File: src/cmc_pkg.sv
// shared constants and types for the comparator mode control block
`default_nettype none

package cmc_pkg;

	// ----------------------------------------------------------------
	// register indices (byte address is four times the index)
	// ----------------------------------------------------------------
	localparam logic [7:0] CTRL_IDX = 8'h1F; // comparator_control
	localparam logic [7:0] DIR_IDX = 8'h85; // port_a_direction
	localparam logic [7:0] STAT_IDX = 8'h90; // interrupt status
	localparam logic [7:0] MASK_IDX = 8'h91; // interrupt mask
	localparam logic [11:0] CTRL_ADDR = {2'h0, CTRL_IDX, 2'h0};
	localparam logic [11:0] DIR_ADDR = {2'h0, DIR_IDX, 2'h0};
	localparam logic [11:0] STAT_ADDR = {2'h0, STAT_IDX, 2'h0};
	localparam logic [11:0] MASK_ADDR = {2'h0, MASK_IDX, 2'h0};

	// ----------------------------------------------------------------
	// field positions and reset values
	// ----------------------------------------------------------------
	localparam int CTRL_SECOND_BIT = 7;
	localparam int CTRL_FIRST_BIT = 6;
	localparam int CTRL_CIS_BIT = 3;
	localparam int STAT_FLAG_BIT = 0; // compare_change_flag, write one clears
	localparam int STAT_SETTLED_BIT = 1; // read only, outputs settled
	localparam int STAT_SIM_BIT = 8; // write one sets the flag
	localparam int MASK_EN_BIT = 0; // compare_change_enable
	localparam logic [3:0] CTRL_RESET = 4'h0;
	localparam logic [4:0] DIR_RESET = 5'h1F;

	// ----------------------------------------------------------------
	// timing
	// ----------------------------------------------------------------
	localparam int CLK_PERIOD_NS = 20;
	localparam int MODE_DELAY_NS = 10000; // mode change settling time
	localparam int SETTLE_CYC = (MODE_DELAY_NS + CLK_PERIOD_NS - 1) / CLK_PERIOD_NS;

	// ----------------------------------------------------------------
	// modes and analog input sources
	// ----------------------------------------------------------------
	typedef enum logic [2:0] {
		CMC_MODE_RESET, CMC_MODE_MUX_SHARED, CMC_MODE_VREF, CMC_MODE_COMMON_REF,
		CMC_MODE_INDEP, CMC_MODE_ONE, CMC_MODE_PIN_OUT, CMC_MODE_OFF
	} cmc_mode_e;

	typedef enum logic [2:0] {
		CMC_SRC_OFF, CMC_SRC_PIN0, CMC_SRC_PIN1, CMC_SRC_PIN2, CMC_SRC_PIN3, CMC_SRC_VREF
	} cmc_src_e;

endpackage

`default_nettype wire

File: src/cmc_comparator_ctrl.sv
// comparator mode control: apb registers, pin muxing, change interrupt
//
// The APB slave port is this design's own decision.
`default_nettype none

module cmc_comparator_ctrl (
	input wire logic ref_clk,
	input wire logic sys_rst,
	input wire logic psel,
	input wire logic penable,
	input wire logic pwrite,
	input wire logic [11:0] paddr,
	input wire logic [31:0] pwdata,
	output logic [31:0] prdata,
	output logic pready,
	output logic pslverr,
	input wire logic first_cmp_raw,
	input wire logic second_cmp_raw,
	input wire logic [4:3] port_latch,
	output logic [4:3] pin_out,
	output logic [4:0] pin_oe,
	output logic [3:0] pin_analog,
	output logic first_cmp_enable,
	output logic second_cmp_enable,
	output cmc_pkg::cmc_src_e first_minus_src,
	output cmc_pkg::cmc_src_e first_plus_src,
	output cmc_pkg::cmc_src_e second_minus_src,
	output cmc_pkg::cmc_src_e second_plus_src,
	output logic irq
);

	// ----------------------------------------------------------------
	// state
	// ----------------------------------------------------------------
	logic [2:0] comparator_mode_field;
	logic input_switch_select;
	logic [4:0] port_a_direction;
	logic compare_change_flag;
	logic compare_change_enable;
	logic [1:0] last_seen;
	logic [1:0] cmp_state;
	logic [8:0] settle_cnt;
	logic [2:0] sync_first;
	logic [2:0] sync_second;

	// ----------------------------------------------------------------
	// apb decode
	// ----------------------------------------------------------------
	wire setup = psel & ~penable;
	wire access = psel & penable;
	wire hit_ctrl = paddr == cmc_pkg::CTRL_ADDR;
	wire hit_dir = paddr == cmc_pkg::DIR_ADDR;
	wire hit_stat = paddr == cmc_pkg::STAT_ADDR;
	wire hit_mask = paddr == cmc_pkg::MASK_ADDR;
	wire hit_any = hit_ctrl | hit_dir | hit_stat | hit_mask;
	wire wr = access & pwrite;
	wire wr_ctrl = wr & hit_ctrl;
	wire wr_dir = wr & hit_dir;
	wire wr_stat = wr & hit_stat;
	wire wr_mask = wr & hit_mask;
	wire ctrl_touch = access & hit_ctrl;

	// zero wait states, error only for unmapped words
	assign pready = 1'b1;
	assign pslverr = access & ~hit_any;

	// ----------------------------------------------------------------
	// comparator result synchronisers
	// ----------------------------------------------------------------
	wire [1:0] raw_in = {second_cmp_raw, first_cmp_raw};
	wire [1:0] s2 = {sync_second[1], sync_first[1]};
	wire [1:0] s3 = {sync_second[2], sync_first[2]};

	// three flops, a change counts once stages two and three agree
	always_ff @(posedge ref_clk or posedge sys_rst) begin
		if (sys_rst) begin
			sync_first <= 3'h0;
			sync_second <= 3'h0;
		end else begin
			sync_first <= {sync_first[1:0], raw_in[0]};
			sync_second <= {sync_second[1:0], raw_in[1]};
		end
	end

	genvar gi;
	generate
		for (gi = 0; gi < 2; gi++) begin : g_cmp
			// accepted result per comparator
			always_ff @(posedge ref_clk or posedge sys_rst) begin
				if (sys_rst) begin
					cmp_state[gi] <= 1'b0;
				end else if (s2[gi] == s3[gi]) begin
					cmp_state[gi] <= s3[gi];
				end
			end
		end
	endgenerate

	// ----------------------------------------------------------------
	// mode decode and multiplexers
	// ----------------------------------------------------------------
	wire [1:0] result = cmp_state & {second_cmp_enable, first_cmp_enable};
	wire second_compare_result = result[1];
	wire first_compare_result = result[0];
	cmc_pkg::cmc_mode_e mode;
	assign mode = cmc_pkg::cmc_mode_e'(comparator_mode_field);
	wire pins_out_mode = mode == cmc_pkg::CMC_MODE_PIN_OUT;

	// input routing per mode
	always_comb begin
		first_cmp_enable = 1'b1;
		second_cmp_enable = 1'b1;
		pin_analog = 4'hF;
		first_minus_src = cmc_pkg::CMC_SRC_PIN0;
		first_plus_src = cmc_pkg::CMC_SRC_PIN3;
		second_minus_src = cmc_pkg::CMC_SRC_PIN1;
		second_plus_src = cmc_pkg::CMC_SRC_PIN2;
		case (mode)
			cmc_pkg::CMC_MODE_RESET, cmc_pkg::CMC_MODE_OFF: begin
				first_cmp_enable = 1'b0;
				second_cmp_enable = 1'b0;
				pin_analog = (mode == cmc_pkg::CMC_MODE_OFF) ? 4'h0 : 4'hF;
				first_minus_src = cmc_pkg::CMC_SRC_OFF;
				first_plus_src = cmc_pkg::CMC_SRC_OFF;
				second_minus_src = cmc_pkg::CMC_SRC_OFF;
				second_plus_src = cmc_pkg::CMC_SRC_OFF;
			end
			cmc_pkg::CMC_MODE_MUX_SHARED: begin
				first_minus_src = input_switch_select ? cmc_pkg::CMC_SRC_PIN3
					: cmc_pkg::CMC_SRC_PIN0;
				first_plus_src = cmc_pkg::CMC_SRC_PIN2;
			end
			cmc_pkg::CMC_MODE_VREF: begin
				first_minus_src = input_switch_select ? cmc_pkg::CMC_SRC_PIN3
					: cmc_pkg::CMC_SRC_PIN0;
				second_minus_src = input_switch_select ? cmc_pkg::CMC_SRC_PIN2
					: cmc_pkg::CMC_SRC_PIN1;
				first_plus_src = cmc_pkg::CMC_SRC_VREF;
				second_plus_src = cmc_pkg::CMC_SRC_VREF;
			end
			cmc_pkg::CMC_MODE_COMMON_REF, cmc_pkg::CMC_MODE_PIN_OUT: begin
				pin_analog = 4'h7;
				first_plus_src = cmc_pkg::CMC_SRC_PIN2;
			end
			cmc_pkg::CMC_MODE_ONE: begin
				first_cmp_enable = 1'b0;
				pin_analog = 4'h6;
				first_minus_src = cmc_pkg::CMC_SRC_OFF;
				first_plus_src = cmc_pkg::CMC_SRC_OFF;
			end
			default: begin
				pin_analog = 4'hF;
			end
		endcase
	end

	// output multiplexers, raw results in mode 110
	assign pin_out[3] = pins_out_mode ? first_cmp_raw : port_latch[3];
	assign pin_out[4] = pins_out_mode ? second_cmp_raw : port_latch[4];
	// direction bit clear means the pin drives
	assign pin_oe = ~port_a_direction;

	// ----------------------------------------------------------------
	// control and direction registers
	// ----------------------------------------------------------------
	// only the low nibble stores, bits 5:4 drop writes
	always_ff @(posedge ref_clk or posedge sys_rst) begin
		if (sys_rst) begin
			{input_switch_select, comparator_mode_field} <= cmc_pkg::CTRL_RESET;
			port_a_direction <= cmc_pkg::DIR_RESET;
		end else begin
			if (wr_ctrl) begin
				{input_switch_select, comparator_mode_field} <= pwdata[3:0];
			end
			if (wr_dir) begin
				port_a_direction <= pwdata[4:0];
			end
		end
	end

	// ----------------------------------------------------------------
	// settle timer after a mode change
	// ----------------------------------------------------------------
	wire mode_change = wr_ctrl & (pwdata[2:0] != comparator_mode_field);
	wire settled = settle_cnt == 9'h000;

	// reload on each new mode, count down to settled
	always_ff @(posedge ref_clk or posedge sys_rst) begin
		if (sys_rst) begin
			settle_cnt <= 9'h000;
		end else if (mode_change) begin
			settle_cnt <= 9'(cmc_pkg::SETTLE_CYC);
		end else if (!settled) begin
			settle_cnt <= settle_cnt - 9'h001;
		end
	end

	// ----------------------------------------------------------------
	// change flag, mask and interrupt
	// ----------------------------------------------------------------
	wire mismatch = result != last_seen;
	wire flag_set = mismatch | (wr_stat & pwdata[cmc_pkg::STAT_SIM_BIT]);
	wire flag_clr = wr_stat & pwdata[cmc_pkg::STAT_FLAG_BIT];
	wire next_flag = flag_set | (compare_change_flag & ~flag_clr);

	// any control access relatches results; set beats clear
	always_ff @(posedge ref_clk or posedge sys_rst) begin
		if (sys_rst) begin
			last_seen <= 2'h0;
			compare_change_flag <= 1'b0;
			compare_change_enable <= 1'b0;
		end else begin
			if (ctrl_touch) begin
				last_seen <= result;
			end
			compare_change_flag <= next_flag;
			if (wr_mask) begin
				compare_change_enable <= pwdata[cmc_pkg::MASK_EN_BIT];
			end
		end
	end

	// mask gates the level output, not the flag
	assign irq = compare_change_flag & compare_change_enable;

	// ----------------------------------------------------------------
	// read data, captured in the setup cycle
	// ----------------------------------------------------------------
	wire [31:0] rd_ctrl = {24'h0, second_compare_result, first_compare_result, 2'b00,
		input_switch_select, comparator_mode_field};
	wire [31:0] rd_dir = {27'h0, port_a_direction};
	wire [31:0] rd_stat = {30'h0, settled, compare_change_flag};
	wire [31:0] rd_mask = {31'h0, compare_change_enable};
	wire [31:0] rd_mux = hit_ctrl ? rd_ctrl
		: hit_dir ? rd_dir
		: hit_stat ? rd_stat
		: hit_mask ? rd_mask
		: 32'h0;

	// read word frozen for the access phase
	always_ff @(posedge ref_clk or posedge sys_rst) begin
		if (sys_rst) begin
			prdata <= 32'h0;
		end else if (setup) begin
			prdata <= rd_mux;
		end
	end

	// ----------------------------------------------------------------
	// checks
	// ----------------------------------------------------------------
	localparam int SETTLE_BOUND = 501;
endmodule

`default_nettype wire

File: config.mk
export PLATFORM = sky130hd
export DESIGN_NAME = cmc_comparator_ctrl
export DESIGN_NICKNAME = d
export VERILOG_FILES = /design/src/cmc_pkg.sv /design/src/cmc_comparator_ctrl.sv
export SDC_FILE = /design/constraint.sdc
export NUM_CORES = 1
export LEC_CHECK = 0
export BUFFER_PORTS_ARGS = -buffer_cell sky130_fd_sc_hd__buf_4
export CAP_MARGIN = 20
export CORE_MARGIN = 3
export CORE_UTILIZATION = 45
export CTS_CLUSTER_SIZE = 30
export DETAILED_ROUTE_END_ITERATION = 7
export PLACE_DENSITY = 0.8
export SLEW_MARGIN = 20
export SYNTH_ARGS = -nofsm -noshare
export SYNTH_HDL_FRONTEND = slang
export SYNTH_SLANG_ARGS = --single-unit
File: constraint.sdc
create_clock -name ref_clk -period 1.9 [get_ports ref_clk]
set_clock_uncertainty 0.05 [all_clocks]
set_input_delay 0.095 -clock ref_clk [delete_from_list [all_inputs] [get_ports ref_clk]]
set_output_delay 0.095 -clock ref_clk [all_outputs]
set_load 0.01 [all_outputs]
==> results.txt, run 1 <==
----------------------------------------------------
[Outcome]
  Result of the run ... complete, no violations

[Route]
  Routed vias ... 1722
  Wirelength per Cell ... 13.5 um
  1st-iter DRT viols ... 94
  Post-detailed-route count of antenna-violating nets ... 0
  Number of remaining DRC errors ... 0
  Final WL ... 4.69 mm
  Mean number of vias per cell ... 4.95
  Drt first pass iters ... 4

[Flow run]
  Max_cap viols ... 0

[Synthesis]
  Post-synth ARST share ... 100%
  Library cell with the largest summed area after synthesis ... dfrtp_1
  Number of instances in the synthesized netlist ... 219
  Most repeated cell in the gate-level netlist after synthesis ... dfrtp_1
  Leading cell types by count after synthesis ... dfrtp_1 (32), buf_4 (30), nand2_1 (26), nor2_1 (12), inv_1 (11)
  Synth cell types ... 51
  Number of flip-flops and latches in the synthesized netlist ... 37
  Avg Cell Area, Syn ... 9.71 um2
  Yosys warning total ... 0
  Netlist area before placement ... 2130 um2
  Leading post-synthesis cells by cell area ... dfrtp_1 (38%), buf_4 (11%), dfstp_2 (6.2%), nand2_1 (4.6%), mux2_2 (3.7%)
  Number of flops mapped to enable cells by yosys ... 0
  Register area share after synthesis ... 43.8%
  Fraction of post-synthesis cell area in the top cell type by area ... 37.7%
  Primary FF master, synth ... dfrtp_1

[Layout]
  Total Nets Final ... 349
  Fraction of layout instances using a drive strength above 1 ... 35.8%
  Number of filler cells placed in the layout ... 370
  Post-route core utilization ... 62.7%
  Multi-input logic area ... 1040 um2
  FF/Latch Area ... 935 um2
  Final antenna diode count ... 0
  Area grow syn2layout ... 31.1%

[Global routing]
  Aggregate global-route resource usage ... 17.8%
  Antenna violations before repair ... 0
  Number of global-route vias before repair ... 1686
  Pin count of the biggest net entering global routing ... 38
  Total global routing overflow ... 0
  Wire length of the first global-routing pass ... 7.45 mm

[Worst setup path]
  Max stage delay cell, worst path ... dfrtp_1
  Required time at the endpoint of the critical path ... 2.00 ns
  Classification of the worst setup path ... register to register
  WP data arrival ... 1.92 ns
  Startpoint type of the worst setup path ... register
  Top fanout value on the critical path ... 4
  Critical path's largest stage delay ... 0.38 ns
  Critical-path cell list ... inv_1 > ha_1 > nor2b_2 > o31ai_2 > nor4_1 > xnor2_1 > nand2_1
  Nature of the critical path endpoint ... register

[Timing]
  Pins Over Slew Limit ... 0
  Maximum clock frequency ... 0.547 GHz
  Setup WS post-layout ... 0.0733 ns
  Setup repair after global routing missed its margin ... true
  Endpoints failing hold ... 0
  Slew at the pin with the worst max-slew slack ... 0.701 ns
  Tcrit/Tclk final ... 96.1%
  Final setup violation count ... 0
  Worst slew margin ... 53.0%
  Clock period minus worst slack ... 1.83 ns

[Pwr]
  Maximum ir drop on the vdd rail ... 347 uV
  P_leak ... 1.35 nW
  Power per standard cell area ... 639 nW/um2

[Clocking]
  Clock tree from TritonCTS ... done
  CTS HTree Levels ... 2
  Num CTS Buffers ... 5
  Clock insertion delay at the later pin of the skew report ... 0.29 ns
  Clock transition at the registers of the reported paths ... 0.07 ns
  Buffer type at the clock tree root ... clkbuf_8
  Maximum buffer depth of the clock tree ... 2
  Post-CTS repair timing setup buffer count ... 0
  Clock sink total ... 37

[Placement]
  Placer congestion estimate ... 0.819
  Post-DP HPWL ... 3.51 mm
  Post-place setup slack ... -0.0194 ns
  Count of port buffers added during placement ... 58

[Die]
  Area of the core region ... 4440 um2
  Die extent in x ... 74.7 um
  Effective utilization at floorplan ... 47.8%
  Std-Cell Rows ... 24
  Overall die area ... 5580 um2
  Top-level I/O count ... 113
  Die Y ... 74.7 um

[Hold path]
  Class of the worst hold path ... primary input to register

----------------------------------------------------
layout make-up:
type	instances	area share (%)
multi-input cells	162	37.3
repair buffers	78	21.7
well taps	52	2.33
clock inverters	1	0.180
clock buffers	7	3.46
flip-flops and latches	37	33.5
inverters	11	1.48
cells in the final DEF (no fill, tap or decap), types with 3 or more instances in the layout:
cell           netlist  layout
nand3_1              4       4
buf_4               30      70
clkbuf_8             0       7
o21ai_1              4       4
conb_1               2      28
xnor2_1              7       7
dfrtp_1             32      30
and2_1               4       4
mux2_2               7       7
nor3_1               7       6
dlygate4sd3_1        0       8
nand2_1             26      25
a21boi_0             4       4
nand2b_1             3       3
xor2_1               4       4
nor2_1              12      11
inv_1               11      11
dfstp_2              5       5
and3_1               3       3
o21ai_0              6       6
mux2i_1              3       3
critical path: cells and delay by family, from the launching register on:
kind,cells,cell delay (ns)
AND/OR/NAND/NOR,3,0.60
flip-flops,1,0.38
adder cells (fa/ha/maj),1,0.27
XOR/XNOR,1,0.16
AO/OA/AOI/OAI,1,0.14
buffers and inverters,1,0.09
stage by stage:
step                area, um2  total power [mW]  hold slack (ns)  instances  TNS (ns)
floorplan                2220              1.10           0.0764        245         0
finish                   2790              1.78           0.0197        348         0
global placement         2570              1.16            0.162        332   -0.0109
CTS                      2750              1.79          0.00956        348         0
global route             2790              1.88           0.0325        348   -0.0439
detailed placement       2570              1.17            0.166        332   -0.0224
sequential cells by signal, summed over array words and instances, names as in the netlist:
name and count:
port_a_direction 5, input_switch_select 1, comparator_mode_field 3, last_seen 2, sync_first 3, compare_change_enable 1
compare_change_flag 1, settle_cnt 9, sync_second 3, prdata 7, cmp_state 2
final timing paths:
| path | slack [ns] | startpoint | to | depth (start not counted) |
|---|---|---|---|---|
| worst min-delay path | 0.02 | pwdata[0] | port_a_direction[0] | 3 |
| worst max-delay path | 0.07 | settle_cnt[0] | settle_cnt[6] | 7 |
| min in group asynchronous | 0.42 | sys_rst | settle_cnt[5] | 4 |
| worst max register to register | 0.07 | settle_cnt[0] | settle_cnt[6] | 7 |
| max in group asynchronous | 1.03 | sys_rst | port_a_direction[1] | 4 |
| worst min register to register | 0.30 | sync_first[0] | sync_first[1] | 0 |
power breakdown:
group | internal (mW) | switching [mW] | leakage, nW | total (mW)
Clock | 0.328 | 0.267 | 0.0542 | 0.594
Sequential | 0.844 | 0.0850 | 0.431 | 0.929
Combinational | 0.126 | 0.132 | 0.863 | 0.258
metal layers:
metal  up-vias  global-route usage [%]  routed length (um)
met3         4                    6.01                 262
met5         -                       0                   0
met2        61                    29.3                2320
met4         0                    5.34                  43
met1       816                    22.4                2060
li1        841                       -                   -
cells by family after synthesis:
group / synth area share, %
AND/OR/NAND/NOR: 20.2
buffers and inverters: 13.5
flip-flops: 43.8
AO/OA/AOI/OAI: 10.8
XOR/XNOR: 4.53
multiplexers: 5.12
adder cells (fa/ha/maj): 1.53
other: 0.353
repair_timing:
item / in CTS / in global routing
pin swaps: 0 / 0
resized for setup: 1 / 8
endpoints found under the hold margin: 40 / 0
hold buffers: 8 / 0
endpoints found under the setup margin: 3 / 7
Power figures use the tool's default switching activity.
==> run 2, diff against run 1 <==
--- a/config.mk
+++ b/config.mk
@@ -7,6 +7,7 @@
 export LEC_CHECK = 0
 export BUFFER_PORTS_ARGS = -buffer_cell sky130_fd_sc_hd__buf_4
 export CAP_MARGIN = 20
+export CORE_ASPECT_RATIO = 1.75
 export CORE_MARGIN = 3
 export CORE_UTILIZATION = 45
 export CTS_CLUSTER_SIZE = 30
==> results.txt, run 2 (synthesized netlist as in run 1, its figures left out) <==
----------------------------------------------------
[Worst setup path]
  Classification of the worst setup path ... register to register (unchanged)
  Startpoint type of the worst setup path ... register (unchanged)
  Top fanout value on the critical path ... 4 (unchanged)
  Critical-path cell list ... or4_4 > nor3_2 > nand2_1 > o32a_1 > o21ai_1 (was inv_1 > ha_1 > nor2b_2 > o31ai_2 > nor4_1 > xnor2_1 > nand2_1)
  Critical path's largest stage delay ... 0.56 ns (was 0.38 ns)
  WP data arrival ... 2.00 ns (was 1.92 ns)
  Required time at the endpoint of the critical path ... 2.06 ns (was 2.00 ns)
  Max stage delay cell, worst path ... or4_4 (was dfrtp_1)
  Nature of the critical path endpoint ... register (unchanged)

[Timing]
  Maximum clock frequency ... 0.542 GHz (was 0.547 GHz)
  Tcrit/Tclk final ... 97.1% (was 96.1%)
  Final setup violation count ... 0 (unchanged)
  Endpoints failing hold ... 0 (unchanged)
  Slew at the pin with the worst max-slew slack ... 0.674 ns (was 0.701 ns)
  Sum of negative setup slack ... 0 ns (unchanged)
  Clock period minus worst slack ... 1.84 ns (was 1.83 ns)
  Worst slew margin ... 54.8% (was 53.0%)
  Pins Over Slew Limit ... 0 (unchanged)
  Setup repair after global routing missed its margin ... true (unchanged)

[Die]
  Top-level I/O count ... 113 (unchanged)
  Die extent in x ... 58.0 um (was 74.7 um)
  Std-Cell Rows ... 32 (was 24)
  Die Y ... 96.9 um (was 74.7 um)
  Overall die area ... 5620 um2 (was 5580 um2)
  Area of the core region ... 4480 um2 (was 4440 um2)
  Effective utilization at floorplan ... 47.4% (was 47.8%)

[Global routing]
  Total global routing overflow ... 0 (unchanged)
  Aggregate global-route resource usage ... 17.7% (was 17.8%)
  Wire length of the first global-routing pass ... 7.74 mm (was 7.45 mm)
  Pin count of the biggest net entering global routing ... 38 (unchanged)
  Antenna violations before repair ... 0 (unchanged)
  Number of global-route vias before repair ... 1742 (was 1686)

[Route]
  1st-iter DRT viols ... 25 (was 94)
  Number of remaining DRC errors ... 0 (unchanged)
  Final WL ... 4.65 mm (was 4.69 mm)
  Drt first pass iters ... 4 (unchanged)
  Wirelength per Cell ... 13.4 um (was 13.5 um)
  Mean number of vias per cell ... 5.05 (was 4.95)
  Post-detailed-route count of antenna-violating nets ... 0 (unchanged)
  Routed vias ... 1751 (was 1722)

[Outcome]
  Result of the run ... complete, no violations (unchanged)

[Layout]
  Largest registers ... settle_cnt: 9 flops, prdata: 7 flops, port_a_direction: 5 flops (unchanged)
  Top reg by flops ... settle_cnt (unchanged)
  Post-route core utilization ... 61.6% (was 62.7%)
  Commonest non-fill, non-tap cell in the layout ... buf_4 (unchanged)
  Final cell count without fillers ... 347 (was 348)
  Area grow syn2layout ... 30.0% (was 31.1%)
  Final antenna diode count ... 0 (unchanged)
  Max FFs per register ... 9 (unchanged)
  Total Nets Final ... 349 (unchanged)
  Fraction of layout instances using a drive strength above 1 ... 34.8% (was 35.8%)
  Commonest cells after routing, fill and taps aside ... buf_4 (70), dfrtp_1 (30), conb_1 (28) (unchanged)

[Clocking]
  Clock tree from TritonCTS ... done (unchanged)
  Post-CTS repair timing setup buffer count ... 0 (unchanged)
  Num CTS Buffers ... 5 (unchanged)
  Maximum buffer depth of the clock tree ... 2 (unchanged)
  Clock insertion delay at the later pin of the skew report ... 0.28 ns (was 0.29 ns)
  Clock transition at the registers of the reported paths ... 0.07 ns (about the same)
  CTS HTree Levels ... 2 (unchanged)
  Clock sink total ... 37 (unchanged)
  Buffer type at the clock tree root ... clkbuf_8 (unchanged)

[Placement]
  Count of port buffers added during placement ... 58 (unchanged)
  Placer congestion estimate ... 0.837 (was 0.819)
  Number of placed instances with taps included ... 331 (was 332)
  Post-DP HPWL ... 3.57 mm (was 3.51 mm)

[Hold path]
  Class of the worst hold path ... primary input to register (unchanged)

[Pwr]
  P_leak ... 1.34 nW (was 1.35 nW)
  Maximum ir drop on the vdd rail ... 484 uV (was 347 uV)
  Power per standard cell area ... 616 nW/um2 (was 639 nW/um2)

[Flow run]
  Max_cap viols ... 0 (unchanged)

----------------------------------------------------
[run 2: repair_timing]
item | 4_1_cts | 5_1_grt
hold buffers | 8 | 0
gates resized for setup | 1 | 6
setup endpoints to repair | 5 | 6
endpoints found under the hold margin | 39 | 0
pin swaps | 0 | 0
[run 2: area by class of cell]
type                    count  area, um2
well taps                  51       63.8
fillers                   372       1720
multi-input cells         162       1030
clock inverters             2       10.0
inverters                  11       41.3
flip-flops and latches     37        935
repair buffers             78        606
clock buffers               6       72.6
[run 2: metal layers]
metal	up-vias	wire length, um	track usage, %
met4	0	194	11.4
met3	12	277	3.07
li1	841	-	-
met1	830	1630	18.1
met5	-	0	0
met2	68	2550	31.4
[run 2: power by group]
| group | internal [mW] | leakage [nW] | switching, mW |
|---|---|---|---|
| combinational | 0.127 | 0.862 | 0.133 |
| sequential | 0.844 | 0.431 | 0.0823 |
| clock | 0.254 | 0.0450 | 0.262 |
| total | 1.22 | 1.34 | 0.478 |
[run 2: critical path: cells and delay by family (launching register included)]
| kind | cells | cell delay (ns) |
|---|---|---|
| and+or+nand+nor | 3 | 0.88 |
| AOI/OAI and AO/OA | 2 | 0.43 |
| DFF | 1 | 0.41 |
[run 2: per-stage QoR]
stage / cell area, um2 / hold WS (ns) / power, mW / worst slack (ns)
3_5_place_dp: 2570 / 0.167 / 1.17 / -0.0452
5_1_grt: 2760 / 0.0297 / 1.79 / -0.0284
6_report: 2760 / 0.0260 / 1.70 / 0.0557
2_1_floorplan: 2220 / 0.0764 / 1.10 / 0.182
3_3_place_gp: 2570 / 0.163 / 1.16 / -0.0120
4_1_cts: 2730 / 0.0217 / 1.70 / 0.0364
[run 2: path summary, 6_finish.rpt]
kind / start / endpoint / slack, ns / cells past startpoint
worst max-delay path: settle_cnt[8] / prdata[1] / 0.06 / 5
worst min-delay path: pwdata[0] / port_a_direction[0] / 0.03 / 3
worst max register to register: settle_cnt[8] / prdata[1] / 0.06 / 5
worst min register to register: sync_second[0] / sync_second[1] / 0.31 / 0
max in group asynchronous: sys_rst / port_a_direction[0] / 1.02 / 4
min in group asynchronous: sys_rst / cmp_state[1] / 0.43 / 4
==> run 3, diff against run 2 <==
--- a/config.mk
+++ b/config.mk
@@ -9,10 +9,10 @@
 export CAP_MARGIN = 20
 export CORE_ASPECT_RATIO = 1.75
 export CORE_MARGIN = 3
-export CORE_UTILIZATION = 45
+export CORE_UTILIZATION = 41
 export CTS_CLUSTER_SIZE = 30
 export DETAILED_ROUTE_END_ITERATION = 7
-export PLACE_DENSITY = 0.8
+export PLACE_DENSITY = 0.77
 export SLEW_MARGIN = 20
 export SYNTH_ARGS = -nofsm -noshare
 export SYNTH_HDL_FRONTEND = slang
==> constraint.sdc (replaced) <==
create_clock -name ref_clk -period 1.6 [get_ports ref_clk]
set_clock_uncertainty 0.05 [all_clocks]
set_input_delay 0.08 -clock ref_clk [delete_from_list [all_inputs] [get_ports ref_clk]]
set_output_delay 0.08 -clock ref_clk [all_outputs]
set_load 0.01 [all_outputs]
==> results.txt, run 3 (synthesized netlist as in run 1, its figures left out) <==
----------------------------------------------------
[Outcome]
  Result of the run ... complete, but fails checks (was complete, no violations)
  Violations in the final reports ... setup timing

[Layout]
  Total Nets Final ... 385 (was 349)
  Commonest non-fill, non-tap cell in the layout ... buf_4 (unchanged)
  Fraction of layout instances using a drive strength above 1 ... 48.2% (was 34.8%)
  Max FFs per register ... 9 (unchanged)
  Area grow syn2layout ... 54.5% (was 30.0%)
  Final cell count without fillers ... 386 (was 347)
  Final antenna diode count ... 0 (unchanged)
  Largest registers ... settle_cnt: 9 flops, prdata: 7 flops, port_a_direction: 5 flops (unchanged)
  Commonest cells after routing, fill and taps aside ... buf_4 (90), dfrtp_1 (29), conb_1 (28) (was buf_4 (70), dfrtp_1 (30), conb_1 (28))
  Top reg by flops ... settle_cnt (unchanged)
  Number of filler cells placed in the layout ... 370 (was 372)

[Hold path]
  Class of the worst hold path ... primary input to register (unchanged)

[Worst setup path]
  Max stage delay cell, worst path ... or4_4 (unchanged)
  Startpoint type of the worst setup path ... register (unchanged)
  Classification of the worst setup path ... register to register (unchanged)
  Critical path's largest stage delay ... 0.58 ns (was 0.56 ns)
  Critical-path cell list ... or4_4 > nor3_4 > nand2_2 > o32a_1 > o21ai_1 (was or4_4 > nor3_2 > nand2_1 > o32a_1 > o21ai_1)
  Worst R2R Setup Slack ... -0.18 ns (was 0.06 ns)
  Required time at the endpoint of the critical path ... 1.77 ns (was 2.06 ns)
  Top fanout value on the critical path ... 3 (was 4)
  Kind of cell adding the most delay to the critical path ... simple AND/OR/NAND/NOR gates (unchanged)
  WP data arrival ... 1.95 ns (was 2.00 ns)
  Number of buffer and inverter instances along the worst setup path ... 0 (unchanged)
  Nature of the critical path endpoint ... register (unchanged)

[Clocking]
  Clock sink total ... 37 (unchanged)
  Clock transition at the registers of the reported paths ... 0.09 ns (was 0.07 ns)
  Clock tree from TritonCTS ... done (unchanged)
  Clock insertion delay at the later pin of the skew report ... 0.30 ns (was 0.28 ns)
  Buffer type at the clock tree root ... clkbuf_8 (unchanged)
  Maximum buffer depth of the clock tree ... 2 (unchanged)
  CTS HTree Levels ... 2 (unchanged)
  Num CTS Buffers ... 5 (unchanged)

[Timing]
  Worst slew margin ... 65.2% (was 54.8%)
  Setup repair after global routing missed its margin ... true (unchanged)
  Tcrit/Tclk final ... 111% (was 97.1%)
  Final setup violation count ... 12 (was 0)
  Pins Over Slew Limit ... 0 (unchanged)
  Endpoints failing hold ... 0 (unchanged)
  Slew at the pin with the worst max-slew slack ... 0.522 ns (was 0.674 ns)
  Clock period minus worst slack ... 1.78 ns (was 1.84 ns)
  Maximum clock frequency ... 0.563 GHz (was 0.542 GHz)
  Setup WS post-layout ... -0.176 ns (was 0.0557 ns)

[Placement]
  Post-DP HPWL ... 3.88 mm (was 3.57 mm)
  Number of placed instances with taps included ... 357 (was 331)
  Placer congestion estimate ... 0.807 (was 0.837)
  Count of port buffers added during placement ... 58 (unchanged)

[Die]
  Std-Cell Rows ... 34 (was 32)
  Die extent in x ... 60.4 um (was 58.0 um)
  Overall die area ... 6120 um2 (was 5620 um2)
  Area of the core region ... 4980 um2 (was 4480 um2)
  Effective utilization at floorplan ... 42.7% (was 47.4%)
  Die Y ... 101 um (was 96.9 um)
  Top-level I/O count ... 113 (unchanged)

[Global routing]
  Total global routing overflow ... 0 (unchanged)
  Aggregate global-route resource usage ... 18.3% (was 17.7%)
  Number of global-route vias before repair ... 1885 (was 1742)
  Met3 GRT Util ... 2.17% (was 3.07%)
  Gr busiest metal ... met2 (unchanged)
  Antenna violations before repair ... 0 (unchanged)
  Wire length of the first global-routing pass ... 8.56 mm (was 7.74 mm)
  GR Util met1 ... 19.5% (was 18.1%)
  Pin count of the biggest net entering global routing ... 38 (unchanged)
  Global Route met2 Usage ... 34.8% (was 31.4%)

[Route]
  1st-iter DRT viols ... 32 (was 25)
  Final WL ... 5.96 mm (was 4.65 mm)
  Post-detailed-route count of antenna-violating nets ... 0 (unchanged)
  Drt first pass iters ... 6 (was 4)
  Wirelength per Cell ... 15.4 um (was 13.4 um)
  Mean number of vias per cell ... 5.06 (was 5.05)
  Number of remaining DRC errors ... 0 (unchanged)
  Routed vias ... 1953 (was 1751)

[Pwr]
  Power per standard cell area ... 707 nW/um2 (was 616 nW/um2)
  P_leak ... 1.60 nW (was 1.34 nW)
  Total Power Consumption ... 2.32 mW (was 1.70 mW)
  Maximum ir drop on the vdd rail ... 550 uV (was 484 uV)

[Flow run]
  Max_cap viols ... 0 (unchanged)

----------------------------------------------------
## run 3: cell type report
cell class,instances,area [um2],share of cell area (%)
clock buffer,6,82.6,2.51
clock inverter,2,37.5,1.14
inverter,11,41.3,1.26
multi-input combinational,162,1180,36.0
sequential,37,936,28.5
tap,54,67.6,2.06
timing repair buffer,114,936,28.5
## run 3: worst min-delay path, stage by stage
cell and delay, ns:
buf_4 0.13, nand2_1 0.06, o21ai_0 0.09
## run 3: worst paths after layout
path | to | cells past startpoint | start
setup / recovery | prdata[1] | 5 | settle_cnt[8]
hold / removal | port_a_direction[0] | 3 | pwdata[0]
setup reg to reg | prdata[1] | 5 | settle_cnt[8]
hold reg to reg | sync_second[1] | 0 | sync_second[0]
max in group asynchronous | port_a_direction[0] | 4 | sys_rst
min in group asynchronous | settle_cnt[4] | 4 | sys_rst
## run 3: through the flow
stage | hold WS, ns | area, um2 | setup TNS, ns | worst slack (ns) | utilization [%]
floorplan | 0.0614 | 2230 | -0.333 | -0.100 | -
global placement | 0.148 | 2750 | -1.10 | -0.118 | 55.3
detailed placement | 0.150 | 2750 | -1.42 | -0.166 | 55.3
CTS | 0.0223 | 3120 | -0.974 | -0.155 | 62.6
global route | 0.0264 | 3280 | -1.97 | -0.229 | 66.0
finish | 0.0354 | 3280 | -1.07 | -0.176 | 66.0
## run 3: routing by layer
layer	part of all wire [%]	wire length (um)
met1	34	2050
met2	59	3530
met3	4.4	260
met4	1.9	115
met5	0	0
## run 3: what timing repair did
item / CTS / global route
endpoints found under the setup margin: 20 / 20
pin swaps: 5 / 13
hold buffers: 8 / 0
gates resized for setup: 27 / 29
buffers inserted: 8 / 6
hold endpoints to repair: 42 / 0
## run 3: where the power goes
group          switching, mW  leakage, nW  internal (mW)  total [mW]
Sequential             0.105        0.430           1.00        1.11
Clock                  0.361       0.0574          0.507       0.868
Combinational          0.181         1.11          0.168       0.349
Total                  0.647         1.60           1.68        2.32
